===== config.mk =====
export PLATFORM = sky130hd
export DESIGN_NAME = can_xcvr_ctrl
export DESIGN_NICKNAME = d
export VERILOG_FILES = /design/src/logic/can_xcvr_pkg.sv /design/src/logic/can_xcvr_ctrl.sv
export VERILOG_INCLUDE_DIRS = /design/src /design/src/logic
export SDC_FILE = /design/constraint.sdc
export NUM_CORES = 1
export LEC_CHECK = 0
export ABC_AREA = 0
export CAP_MARGIN = 15
export CORE_AREA = 2 2 144 146
export CTS_CLUSTER_SIZE = 10
export DETAILED_ROUTE_END_ITERATION = 12
export DIE_AREA = 0 0 146 148
export DONT_BUFFER_PORTS = 1
export PLACE_DENSITY_LB_ADDON = 0.08
export SETUP_SLACK_MARGIN = 0.02
export SLEW_MARGIN = 20
export SYNTH_ARGS = -nofsm -noshare
export SYNTH_HDL_FRONTEND = slang
export SYNTH_SLANG_ARGS = --single-unit

===== constraint.sdc =====
create_clock -name clk_i -period 2.79 [get_ports clk_i]
set_input_delay 0.558 -clock clk_i [delete_from_list [all_inputs] [get_ports clk_i]]
set_output_delay 0.558 -clock clk_i [all_outputs]
set_load 0.03 [all_outputs]

===== src/logic/can_xcvr_map.svh =====
// Summary of operation
// - Early dominant ignored until transmit returns recessive
// - Receive output follows differential receiver bus state in Normal and Receive Only
// - Receive-only disables driver; chip Normal or Stop
// - Wake-capable by software; forced in Fail-Safe
// - After bus wake, receive low until mode changes or detection rearms
// - Wake pattern: dominant, recessive, dominant within limits
// - Mode field still reads wake-capable after wake
// - Leaving and re-entering wake-capable rearms detection
// - Entering Stop, Sleep or Fail-Safe rearms detection
// - Stop/Normal wake: interrupt low, flag, receive low
// - Stop wake enables watchdog when configured
// - Sleep wake: Restart then Normal, no interrupt
// - Fail-Safe/Restart wake: Restart, interrupt high
// - Termination selected from transceiver mode
// - Ground termination only after silence interval
// - Transmit dominant timeout forces bus recessive
// - Timeout sets failure, mode kept, auto recovery
// - Long bus dominant sets failure, config kept
// - Clamp filter longer than transmit timeout
// - Supply undervoltage flags and disables transmitter
// - Undervoltage monitored only when upper mode bit set
// - Off after reset; bus wake ignored there
// - Normal mode allowed only in chip Normal
`ifndef CAN_XCVR_MAP_SVH
`define CAN_XCVR_MAP_SVH

`define CTRL_OFS 8'h00
`define CHIP_OFS 8'h04
`define STAT_OFS 8'h08

`define MODE_OFF 2'h0
`define MODE_WAKE 2'h1
`define MODE_RXO 2'h2
`define MODE_NORM 2'h3
`define CTRL_WDBW_BIT 2
`define CTRL_WDEN_BIT 3
`define STAT_WAKE_BIT 0
`define STAT_FAIL_BIT 1
`define STAT_UV_BIT 2
`define CHIP_MAX 3'h4

`define CLK_PERIOD_NS 5
`define EN_TIME_NS 5000
`define WAKE_MIN_NS 500
`define WAKE_MAX_NS 1800
`define RESTART_NS 1000
`define TXTO_NS 4500000
`define CLAMP_NS 5000000
`define SILENCE_NS 1000000
`define EN_CYC ((`EN_TIME_NS + `CLK_PERIOD_NS - 1) / `CLK_PERIOD_NS)
`define WAKE_MIN_CYC ((`WAKE_MIN_NS + `CLK_PERIOD_NS - 1) / `CLK_PERIOD_NS)
`define WAKE_MAX_CYC (`WAKE_MAX_NS / `CLK_PERIOD_NS)
`define RESTART_CYC ((`RESTART_NS + `CLK_PERIOD_NS - 1) / `CLK_PERIOD_NS)
`define TXTO_CYC ((`TXTO_NS + `CLK_PERIOD_NS - 1) / `CLK_PERIOD_NS)
`define CLAMP_CYC ((`CLAMP_NS + `CLK_PERIOD_NS - 1) / `CLK_PERIOD_NS)
`define SILENCE_CYC ((`SILENCE_NS + `CLK_PERIOD_NS - 1) / `CLK_PERIOD_NS)

`endif


===== src/logic/can_xcvr_pkg.sv =====
package can_xcvr_pkg;
  typedef enum logic [2:0] {
    CHIP_NORMAL, CHIP_STOP, CHIP_SLEEP, CHIP_RESTART, CHIP_FAILSAFE
  } chip_mode_e;
  typedef enum logic [1:0] {
    TERM_FLOAT, TERM_HALF, TERM_GND, TERM_2V5
  } term_e;
  typedef enum logic [1:0] {
    WK_IDLE, WK_DOM1, WK_REC1, WK_DOM2
  } wake_state_e;
endpackage


===== src/logic/can_xcvr_ctrl.sv =====
`timescale 1ns/1ps
`include "can_xcvr_map.svh"
module can_xcvr_ctrl #(
  parameter int unsigned TXTO_CYC = `TXTO_CYC,
  parameter int unsigned CLAMP_CYC = `CLAMP_CYC,
  parameter int unsigned SILENCE_CYC = `SILENCE_CYC
) (
  input wire logic clk_i,
  input wire logic rst_i,
  input wire logic wb_cyc_i,
  input wire logic wb_stb_i,
  input wire logic wb_we_i,
  input wire logic [7:0] wb_adr_i,
  input wire logic [3:0] wb_sel_i,
  input wire logic [31:0] wb_dat_i,
  output logic [31:0] wb_dat_o,
  output logic wb_ack_o,
  input wire logic tx_data_in_i,
  input wire logic bus_rx_i,
  input wire logic xcvr_supply_uv_i,
  output logic tx_dom_o,
  output logic rx_data_out_o,
  output logic irq_out_n_o,
  output can_xcvr_pkg::term_e term_sel_o,
  output can_xcvr_pkg::chip_mode_e chip_mode_o,
  output logic watchdog_en_o
);

  logic [1:0] mode;
  logic wd_bus_wake, wd_en, wake_flag, can_fail, uv_flag, irq_pend, woken;
  can_xcvr_pkg::chip_mode_e chip, chip_prev;
  can_xcvr_pkg::wake_state_e wk_state;
  logic [15:0] wk_cnt, en_cnt, rs_cnt;
  logic [31:0] txd_cnt, clamp_cnt, sil_cnt;
  logic wake_evt, wk_active, rearm, tx_ready, tx_hold, tx_to, to_hit;
  logic clamp_hit, sil_done, bus_dom, next_tx_dom;
  logic req, wr, wr_ctrl, wr_chip, wr_stat;

  // Bus request decode; only byte lane 0 carries any field
  assign req = wb_cyc_i & wb_stb_i & ~wb_ack_o;
  assign wr = req & wb_we_i & wb_sel_i[0];
  assign wr_ctrl = wr & (wb_adr_i == `CTRL_OFS);
  assign wr_chip = wr & (wb_adr_i == `CHIP_OFS);
  assign wr_stat = wr & (wb_adr_i == `STAT_OFS);
  assign bus_dom = ~bus_rx_i;

  // One-cycle answer; unmapped addresses ack with zero data
  always_ff @(posedge clk_i) begin
    if (rst_i) begin
      wb_ack_o <= 1'b0;
      wb_dat_o <= 32'h0;
    end else begin
      wb_ack_o <= req;
      wb_dat_o <= 32'h0;
      if (req && !wb_we_i) begin
        unique case (wb_adr_i)
          `CTRL_OFS: wb_dat_o <= {28'h0, wd_en, wd_bus_wake, mode};
          `CHIP_OFS: wb_dat_o <= {29'h0, chip};
          `STAT_OFS: wb_dat_o <= {27'h0, woken, tx_to, uv_flag,
                                  can_fail, wake_flag};
          default: wb_dat_o <= 32'h0;
        endcase
      end
    end
  end

  // Transceiver mode; illegal requests for the chip mode are dropped
  always_ff @(posedge clk_i) begin
    if (rst_i) begin
      mode <= `MODE_OFF;
      wd_bus_wake <= 1'b0;
    end else begin
      if (wr_ctrl) begin
        wd_bus_wake <= wb_dat_i[`CTRL_WDBW_BIT];
        unique case (wb_dat_i[1:0])
          `MODE_OFF: mode <= `MODE_OFF;
          `MODE_WAKE: mode <= `MODE_WAKE;
          `MODE_RXO: begin
            if (chip == can_xcvr_pkg::CHIP_NORMAL ||
                chip == can_xcvr_pkg::CHIP_STOP) begin
              mode <= `MODE_RXO;
            end
          end
          `MODE_NORM: begin
            if (chip == can_xcvr_pkg::CHIP_NORMAL) begin
              mode <= `MODE_NORM;
            end
          end
        endcase
      end
      // Fail-Safe overrides anything software asks for
      if (chip == can_xcvr_pkg::CHIP_FAILSAFE) begin
        mode <= `MODE_WAKE;
      end
    end
  end

  // Chip mode: software sets it, a bus wake or restart dwell moves it
  always_ff @(posedge clk_i) begin
    if (rst_i) begin
      chip <= can_xcvr_pkg::CHIP_NORMAL;
      chip_prev <= can_xcvr_pkg::CHIP_NORMAL;
      rs_cnt <= 16'h0;
    end else begin
      chip_prev <= chip;
      if (chip == can_xcvr_pkg::CHIP_RESTART) begin
        rs_cnt <= rs_cnt + 16'h1;
      end else begin
        rs_cnt <= 16'h0;
      end
      if (wr_chip && wb_dat_i[2:0] <= `CHIP_MAX) begin
        chip <= can_xcvr_pkg::chip_mode_e'(wb_dat_i[2:0]);
      end
      if (chip == can_xcvr_pkg::CHIP_RESTART &&
          rs_cnt == 16'(`RESTART_CYC - 1)) begin
        chip <= can_xcvr_pkg::CHIP_NORMAL;
      end
      // Hardware event wins over a software write in the same cycle
      if (wake_evt && (chip == can_xcvr_pkg::CHIP_SLEEP ||
          chip == can_xcvr_pkg::CHIP_RESTART ||
          chip == can_xcvr_pkg::CHIP_FAILSAFE)) begin
        chip <= can_xcvr_pkg::CHIP_RESTART;
      end
    end
  end

  // Rearm when the chip newly enters a low-power or safe mode
  assign rearm = (chip != chip_prev) &&
                 (chip == can_xcvr_pkg::CHIP_STOP ||
                  chip == can_xcvr_pkg::CHIP_SLEEP ||
                  chip == can_xcvr_pkg::CHIP_FAILSAFE);

  // Off mode and a used-up detector both ignore the bus
  assign wk_active = (mode == `MODE_WAKE) && !woken;

  // Pattern detector counts each bus phase in clock cycles
  always_ff @(posedge clk_i) begin
    if (rst_i || !wk_active) begin
      wk_state <= can_xcvr_pkg::WK_IDLE;
      wk_cnt <= 16'h0;
    end else begin
      if (wk_cnt != 16'hffff) begin
        wk_cnt <= wk_cnt + 16'h1;
      end
      unique case (wk_state)
        can_xcvr_pkg::WK_IDLE: begin
          wk_cnt <= 16'h1;
          if (bus_dom) begin
            wk_state <= can_xcvr_pkg::WK_DOM1;
          end
        end
        can_xcvr_pkg::WK_DOM1, can_xcvr_pkg::WK_DOM2: begin
          if (wk_cnt >= 16'(`WAKE_MAX_CYC)) begin
            wk_state <= can_xcvr_pkg::WK_IDLE;
          end else if (!bus_dom) begin
            wk_cnt <= 16'h1;
            if (wk_cnt < 16'(`WAKE_MIN_CYC) ||
                wk_state == can_xcvr_pkg::WK_DOM2) begin
              wk_state <= can_xcvr_pkg::WK_IDLE;
            end else begin
              wk_state <= can_xcvr_pkg::WK_REC1;
            end
          end
        end
        can_xcvr_pkg::WK_REC1: begin
          if (wk_cnt >= 16'(`WAKE_MAX_CYC)) begin
            wk_state <= can_xcvr_pkg::WK_IDLE;
          end else if (bus_dom) begin
            wk_cnt <= 16'h1;
            if (wk_cnt > 16'(`WAKE_MIN_CYC)) begin
              wk_state <= can_xcvr_pkg::WK_DOM2;
            end else begin
              wk_state <= can_xcvr_pkg::WK_IDLE;
            end
          end
        end
      endcase
    end
  end

  // Second dominant phase ends in range: pattern complete
  assign wake_evt = wk_active && wk_state == can_xcvr_pkg::WK_DOM2 &&
                    !bus_dom && wk_cnt >= 16'(`WAKE_MIN_CYC) &&
                    wk_cnt < 16'(`WAKE_MAX_CYC);

  // Woken latch; mode field itself is left at wake-capable
  always_ff @(posedge clk_i) begin
    if (rst_i) begin
      woken <= 1'b0;
    end else if (wake_evt) begin
      woken <= 1'b1;
    end else if (mode != `MODE_WAKE || rearm) begin
      woken <= 1'b0;
    end
  end

  // Status flags: hardware set beats a write-one clear
  always_ff @(posedge clk_i) begin
    if (rst_i) begin
      wake_flag <= 1'b0;
      irq_pend <= 1'b0;
      can_fail <= 1'b0;
      uv_flag <= 1'b0;
    end else begin
      if (wr_stat && wb_dat_i[`STAT_WAKE_BIT]) begin
        wake_flag <= 1'b0;
        irq_pend <= 1'b0;
      end
      if (wr_stat && wb_dat_i[`STAT_FAIL_BIT]) begin
        can_fail <= 1'b0;
      end
      if (wr_stat && wb_dat_i[`STAT_UV_BIT]) begin
        uv_flag <= 1'b0;
      end
      if (wake_evt) begin
        wake_flag <= 1'b1;
      end
      if (wake_evt && (chip == can_xcvr_pkg::CHIP_STOP ||
          chip == can_xcvr_pkg::CHIP_NORMAL)) begin
        irq_pend <= 1'b1;
      end
      if (to_hit || clamp_hit) begin
        can_fail <= 1'b1;
      end
      if (mode[1] && xcvr_supply_uv_i) begin
        uv_flag <= 1'b1;
      end
    end
  end

  // Watchdog enable, also switched on by a bus wake in Stop
  always_ff @(posedge clk_i) begin
    if (rst_i) begin
      wd_en <= 1'b0;
    end else if (wake_evt && chip == can_xcvr_pkg::CHIP_STOP &&
                 !wd_en && wd_bus_wake) begin
      wd_en <= 1'b1;
    end else if (wr_ctrl) begin
      wd_en <= wb_dat_i[`CTRL_WDEN_BIT];
    end
  end

  // Enabling delay restarts each time Normal is entered
  always_ff @(posedge clk_i) begin
    if (rst_i || mode != `MODE_NORM) begin
      en_cnt <= 16'h0;
    end else if (!tx_ready) begin
      en_cnt <= en_cnt + 16'h1;
    end
  end
  assign tx_ready = en_cnt == 16'(`EN_CYC);

  // A dominant begun too early stays blocked until recessive
  always_ff @(posedge clk_i) begin
    if (rst_i) begin
      tx_hold <= 1'b0;
    end else begin
      tx_hold <= ~tx_data_in_i & (tx_hold | ~tx_ready);
    end
  end

  // Transmit dominant timeout; cleared once the input goes recessive
  always_ff @(posedge clk_i) begin
    if (rst_i || mode != `MODE_NORM || tx_data_in_i) begin
      txd_cnt <= 32'h0;
    end else if (!tx_to) begin
      txd_cnt <= txd_cnt + 32'h1;
    end
  end
  assign tx_to = txd_cnt >= TXTO_CYC;
  assign to_hit = !tx_to && mode == `MODE_NORM && !tx_data_in_i &&
                  txd_cnt == TXTO_CYC - 1;

  // Bus clamp filter, watched in Normal and Receive Only
  always_ff @(posedge clk_i) begin
    if (rst_i || !mode[1] || !bus_dom) begin
      clamp_cnt <= 32'h0;
    end else if (clamp_cnt < CLAMP_CYC) begin
      clamp_cnt <= clamp_cnt + 32'h1;
    end
  end
  assign clamp_hit = mode[1] && bus_dom &&
                     clamp_cnt == CLAMP_CYC - 1;

  // Silence interval before ground termination in wake mode
  always_ff @(posedge clk_i) begin
    if (rst_i || mode != `MODE_WAKE) begin
      sil_cnt <= 32'h0;
    end else if (!sil_done) begin
      sil_cnt <= sil_cnt + 32'h1;
    end
  end
  assign sil_done = sil_cnt >= SILENCE_CYC;

  // Driver gate: delay, early block, timeout and supply all veto
  assign next_tx_dom = mode == `MODE_NORM && tx_ready && !tx_hold &&
                       !tx_to && !xcvr_supply_uv_i &&
                       !tx_data_in_i;

  // Registered pin outputs
  always_ff @(posedge clk_i) begin
    if (rst_i) begin
      tx_dom_o <= 1'b0;
      rx_data_out_o <= 1'b1;
      term_sel_o <= can_xcvr_pkg::TERM_FLOAT;
    end else begin
      tx_dom_o <= next_tx_dom;
      unique case (mode)
        `MODE_OFF: begin
          rx_data_out_o <= 1'b1;
          term_sel_o <= can_xcvr_pkg::TERM_FLOAT;
        end
        `MODE_WAKE: begin
          rx_data_out_o <= ~woken;
          if (woken) begin
            term_sel_o <= can_xcvr_pkg::TERM_2V5;
          end else if (sil_done) begin
            term_sel_o <= can_xcvr_pkg::TERM_GND;
          end else begin
            term_sel_o <= can_xcvr_pkg::TERM_FLOAT;
          end
        end
        `MODE_RXO: begin
          rx_data_out_o <= bus_rx_i;
          term_sel_o <= xcvr_supply_uv_i ? can_xcvr_pkg::TERM_2V5 :
                        can_xcvr_pkg::TERM_HALF;
        end
        `MODE_NORM: begin
          rx_data_out_o <= bus_rx_i;
          term_sel_o <= can_xcvr_pkg::TERM_HALF;
        end
      endcase
    end
  end

  assign irq_out_n_o = ~irq_pend;
  assign chip_mode_o = chip;
  assign watchdog_en_o = wd_en;

  // Checks
  a_early_tx_block: assert property (@(posedge clk_i) disable iff (rst_i)
    tx_dom_o |-> $past(tx_ready) && !$past(tx_hold))
    else $error("dominant driven before enable delay");
  a_rx_follow: assert property (@(posedge clk_i) disable iff (rst_i)
    $past(mode[1]) |-> rx_data_out_o == $past(bus_rx_i))
    else $error("receive output not following bus");
  a_rxo_silent: assert property (@(posedge clk_i) disable iff (rst_i)
    mode == `MODE_RXO |=> !tx_dom_o)
    else $error("driver active in receive only");
  a_failsafe_wake: assert property (@(posedge clk_i) disable iff (rst_i)
    chip == can_xcvr_pkg::CHIP_FAILSAFE |=> mode == `MODE_WAKE)
    else $error("fail-safe did not force wake mode");
  a_woken_rx_low: assert property (@(posedge clk_i) disable iff (rst_i)
    wake_evt ##1 mode == `MODE_WAKE |=> !rx_data_out_o)
    else $error("receive not low after wake");
  a_mode_kept: assert property (@(posedge clk_i) disable iff (rst_i)
    wake_evt && !wr_ctrl |=> mode == `MODE_WAKE)
    else $error("mode changed by wake");
  a_rearm_clear: assert property (@(posedge clk_i) disable iff (rst_i)
    rearm && !wake_evt |=> !woken)
    else $error("rearm did not clear wake latch");
  a_irq_stop: assert property (@(posedge clk_i) disable iff (rst_i)
    wake_evt && chip == can_xcvr_pkg::CHIP_STOP
    |=> !irq_out_n_o && wake_flag)
    else $error("no interrupt on stop wake");
  a_wd_auto: assert property (@(posedge clk_i) disable iff (rst_i)
    wake_evt && chip == can_xcvr_pkg::CHIP_STOP && wd_bus_wake
    |=> wd_en)
    else $error("watchdog not enabled by bus wake");
  a_sleep_restart: assert property (@(posedge clk_i) disable iff (rst_i)
    wake_evt && chip == can_xcvr_pkg::CHIP_SLEEP && !irq_pend
    |=> chip == can_xcvr_pkg::CHIP_RESTART && irq_out_n_o)
    else $error("sleep wake handled wrong");
  a_tx_timeout: assert property (@(posedge clk_i) disable iff (rst_i)
    to_hit |=> tx_to && can_fail ##1 !tx_dom_o)
    else $error("transmit timeout not enforced");
  a_clamp_fail: assert property (@(posedge clk_i) disable iff (rst_i)
    clamp_hit |=> can_fail && $stable(mode))
    else $error("clamp not flagged");
  a_filter_order: assert property (@(posedge clk_i)
    CLAMP_CYC > TXTO_CYC)
    else $error("clamp filter not above timeout");
  a_uv_block: assert property (@(posedge clk_i) disable iff (rst_i)
    mode[1] && xcvr_supply_uv_i |=> uv_flag && !tx_dom_o)
    else $error("undervoltage not handled");
  a_off_float: assert property (@(posedge clk_i) disable iff (rst_i)
    mode == `MODE_OFF |=> term_sel_o == can_xcvr_pkg::TERM_FLOAT)
    else $error("off mode not floating");

  c_wake_seen: cover property (@(posedge clk_i) disable iff (rst_i)
    wake_evt);
  c_tx_timeout: cover property (@(posedge clk_i) disable iff (rst_i)
    to_hit);
  c_clamp: cover property (@(posedge clk_i) disable iff (rst_i)
    clamp_hit);
  c_early_block: cover property (@(posedge clk_i) disable iff (rst_i)
    tx_hold && tx_ready);

endmodule


==> summary.txt <==
Setup path
  • Worst Setup SP: txd_cnt[28]
  • WP data required: around 3.1 ns
  • Critical Path AT: 2.68 ns
  • R2r setup slk: approximately 0.45 ns
  • Critical path class: reg -> reg
  • CP max stage cell: or4_1
  • Reg-to-Reg End: txd_cnt[6]
  • Crit-path cells: nor4_1, nand4_1, a211o_1, or4_1, a21oi_1
  • Worst r2r path cells: 5
  • CP Max Fanout: 29
  • Endpoint type of the worst setup path: register
  • Worst setup path end: txd_cnt[6]
  • CP max stage delay: between 0.6 and 0.7 ns
  • Reg-to-reg critical path startpoint: txd_cnt[28]
  • CP startpoint kind: register

Cells and area
  • Antenna Cells: 0
  • Commonest non-fill, non-tap cell in the layout: dfxtp_1
  • Layout cells sized above 1: 0.0602
  • Layout area overhead: 10.5%
  • Commonest cells after routing, fill and taps aside: dfxtp_1, nand2_1, nor2_1
  • Area of the multi-input gates: a little over 4000 µm²
  • Flip-flop and latch area: 3440 µm²
  • Final core occ: 0.434
  • Layout Nets: 981
  • Fillers: ~2000

CTS
  • Root buf cell: clkbuf_16
  • Clock Sink Count: approximately 170
  • Post-CTS Setup Bufs: 0
  • CTS tree: yes
  • H-tree depth: 4
  • Clock Path Buffers: 2
  • Clock transition at path regs: approximately 0.06 ns
  • PostCTS Resize Cnt: 0
  • Clk_lat worst skew: around 0.42 ns
  • TritonCTS Buffers: 17
  • Hold_buf cts: 0

Logic synthesis
  • Register area share after synthesis: 0.438
  • Yosys reg bits: 172
  • Number of synthesis warnings: 0
  • Largest cells by area after synthesis: dfxtp_1, nand2_1, nor2_1
  • Asr flop ratio synth: 0
  • Cell variety after synth: 63
  • Mean Syn Cell Area: around 8.5 µm²
  • Dominant synthesized flop cell: dfxtp_1
  • Syn Inst Count: roughly 930
  • Top-area cell type share of the netlist area: 0.438
  • Number of flops mapped to enable cells by yosys: 0
  • Synth Cell Area: just under 8000 µm²
  • Cell taking the most area after synthesis: dfxtp_1

Job
  • Maxcap violations: 0

Drt
  • DR vias: between 6000 and 7000
  • WL/cell: roughly 14 µm
  • Iteration count of the initial detailed-routing pass: 5
  • Vias per cell: ~5.3
  • Final wirelength: approximately 17 mm
  • DRC viols: 0
  • Iteration-0 DRC count of the detailed router: about 300
  • Antenna viol nets, final: 0

Placement
  • Post-DP HPWL: 12.0 mm
  • RD Place Congestion: approximately 0.81
  • PortBufs: 0

Floorplan
  • Placeable Area: 20000 µm²
  • Placement Rows: 52
  • Starting Density: 0.393
  • I/O pins: 94
  • Die Y-Extent: 148 µm
  • Die Area: about 22000 µm²
  • Die width: about 150 µm

Power and ir drop
  • Switch Pwr: between 1 and 1.5 mW
  • Switch share: 0.200
  • Power per cell area: roughly 600 nW/µm²
  • Gate power share: 0.012
  • Leak pwr: 2.96 nW
  • Reg power frac: 0.484
  • Clock power frac: 0.504
  • Cell internal pwr: between 4 and 5 mW
  • Maximum vdd drop: 0.000415 V

Timing
  • Worst-Margin Slew: around 0.88 ns
  • Final Slew Violations: 0
  • Max Clk Rate: around 430 MHz
  • Final hold viol count: 0
  • Setup tns final: 0 ns
  • RSZ-0062 raised after global routing: false
  • Max_slew headroom: 0.410
  • Fin crit period: between 2 and 2.5 ns
  • Final Skew: between 0.009 and 0.01 ns
  • Fin crit share: 0.840
  • Endpoints failing setup: 0

Run status
  • Status: complete, no violations

Worst hold path
  • Min-Delay Path Class: in -> reg

GRT
  • Initial antenna violation count: 1
  • Vias in the first global route: 6104
  • Tot GR Track Use: 0.163
  • Largest net degree at the start of global routing: 34
  • Remaining Overflow, GRT: 0
  • First-pass GRT wire length: about 29 mm
==> cell families after synthesis <==
logic type                 synth area share
AOI/OAI and AO/OA                     0.112
xor gates and xnor gates             0.0512
adders and majority gates            0.0159
buffers and inverters                0.0554
DFF                                   0.438
muxes                                0.0254
other                              0.000477
and+or+nand+nor                       0.302
==> cells in the mapped netlist, drive strengths merged (26+ instances only) <==
library cell and number:
dfxtp 172, nand2 89, nor2 86, a21oi 52, and2 44, nand3 40, buf 34, nor3 33
o21ai 32, clkbuf 31, xnor2 29, nor4 27, nand4 26
==> how the worst min path moves through the flow <==
stage | startpoint | endpoint | slack (ns) | cells after the start
2_1_floorplan | rs_cnt[0] | rs_cnt[0] | 0.42 | 1
4_1_cts | wb_adr_i[2] | wb_dat_o[4] | 0.19 | 1
3_5_place_dp | sil_cnt[31] | sil_cnt[31] | 0.44 | 1
6_report | wb_adr_i[2] | wb_dat_o[4] | 0.21 | 1
3_3_place_gp | rs_cnt[0] | rs_cnt[0] | 0.43 | 1
5_1_grt | xcvr_supply_uv_i | tx_dom_o | 0.18 | 1
==> stage by stage <==
step	setup slack [ns]	instances	area, µm²	hold slack (ns)	total power [mW]
CTS	0.442	1200	8690	0.191	5.14
global route	0.250	1200	8690	0.182	5.26
floorplan	0.820	952	7960	0.418	2.61
global placement	0.447	1170	8060	0.432	2.57
detailed placement	0.459	1170	8060	0.444	2.57
finish	0.447	1200	8690	0.211	5.08
==> final cells by class <==
cell class                 count  share of cell area
multi-input combinational    692               0.471
sequential                   172               0.396
clock buffer                  18              0.0505
tap                          270              0.0389
clock inverter                12              0.0226
timing repair buffer          13              0.0112
inverter                      23             0.00993
==> worst max-delay path: cells and delay by family, from the launching register on <==
family | cells | cell delay, ns
compound gates | 2 | 0.74
flops | 1 | 0.31
simple gates | 3 | 1.22
==> sequential cells by signal (all words and copies together) (netlist names) <==
| register | flops |
|---|---|
| clamp_cnt | 32 |
| sil_cnt | 32 |
| txd_cnt | 32 |
| en_cnt | 16 |
| rs_cnt | 16 |
| wk_cnt | 16 |
| wb_dat_o | 5 |
| chip_mode_o | 3 |
| chip_prev | 3 |
| mode | 2 |
| term_sel_o | 2 |
| wk_state | 2 |
| can_fail | 1 |
| irq_pend | 1 |
| rx_data_out_o | 1 |
| tx_dom_o | 1 |
| tx_hold | 1 |
| uv_flag | 1 |
| wake_flag | 1 |
| watchdog_en_o | 1 |
| wb_ack_o | 1 |
| wd_bus_wake | 1 |
| woken | 1 |
==> metal layers <==
metal  part of all wire  vias up  track usage
met5            0.00052        -            0
met4             0.0076        2       0.0417
met3              0.039        9       0.0472
met2               0.47       87        0.273
met1               0.48     3022        0.209
li1                   -     3217            -
==> power groups by stage <==
| stage | Clock [mW] | Combinational [mW] | Sequential (mW) |
|---|---|---|---|
| after floorplan | 0 | 0.0963 | 2.51 |
| after global placement | 0 | 0.0609 | 2.51 |
| after detailed placement | 0 | 0.0611 | 2.51 |
| after CTS | 2.63 | 0.0612 | 2.46 |
| final | 2.56 | 0.0620 | 2.46 |
| after global routing | 2.74 | 0.0656 | 2.46 |
Note: power is estimated with default switching activity, not from simulation.
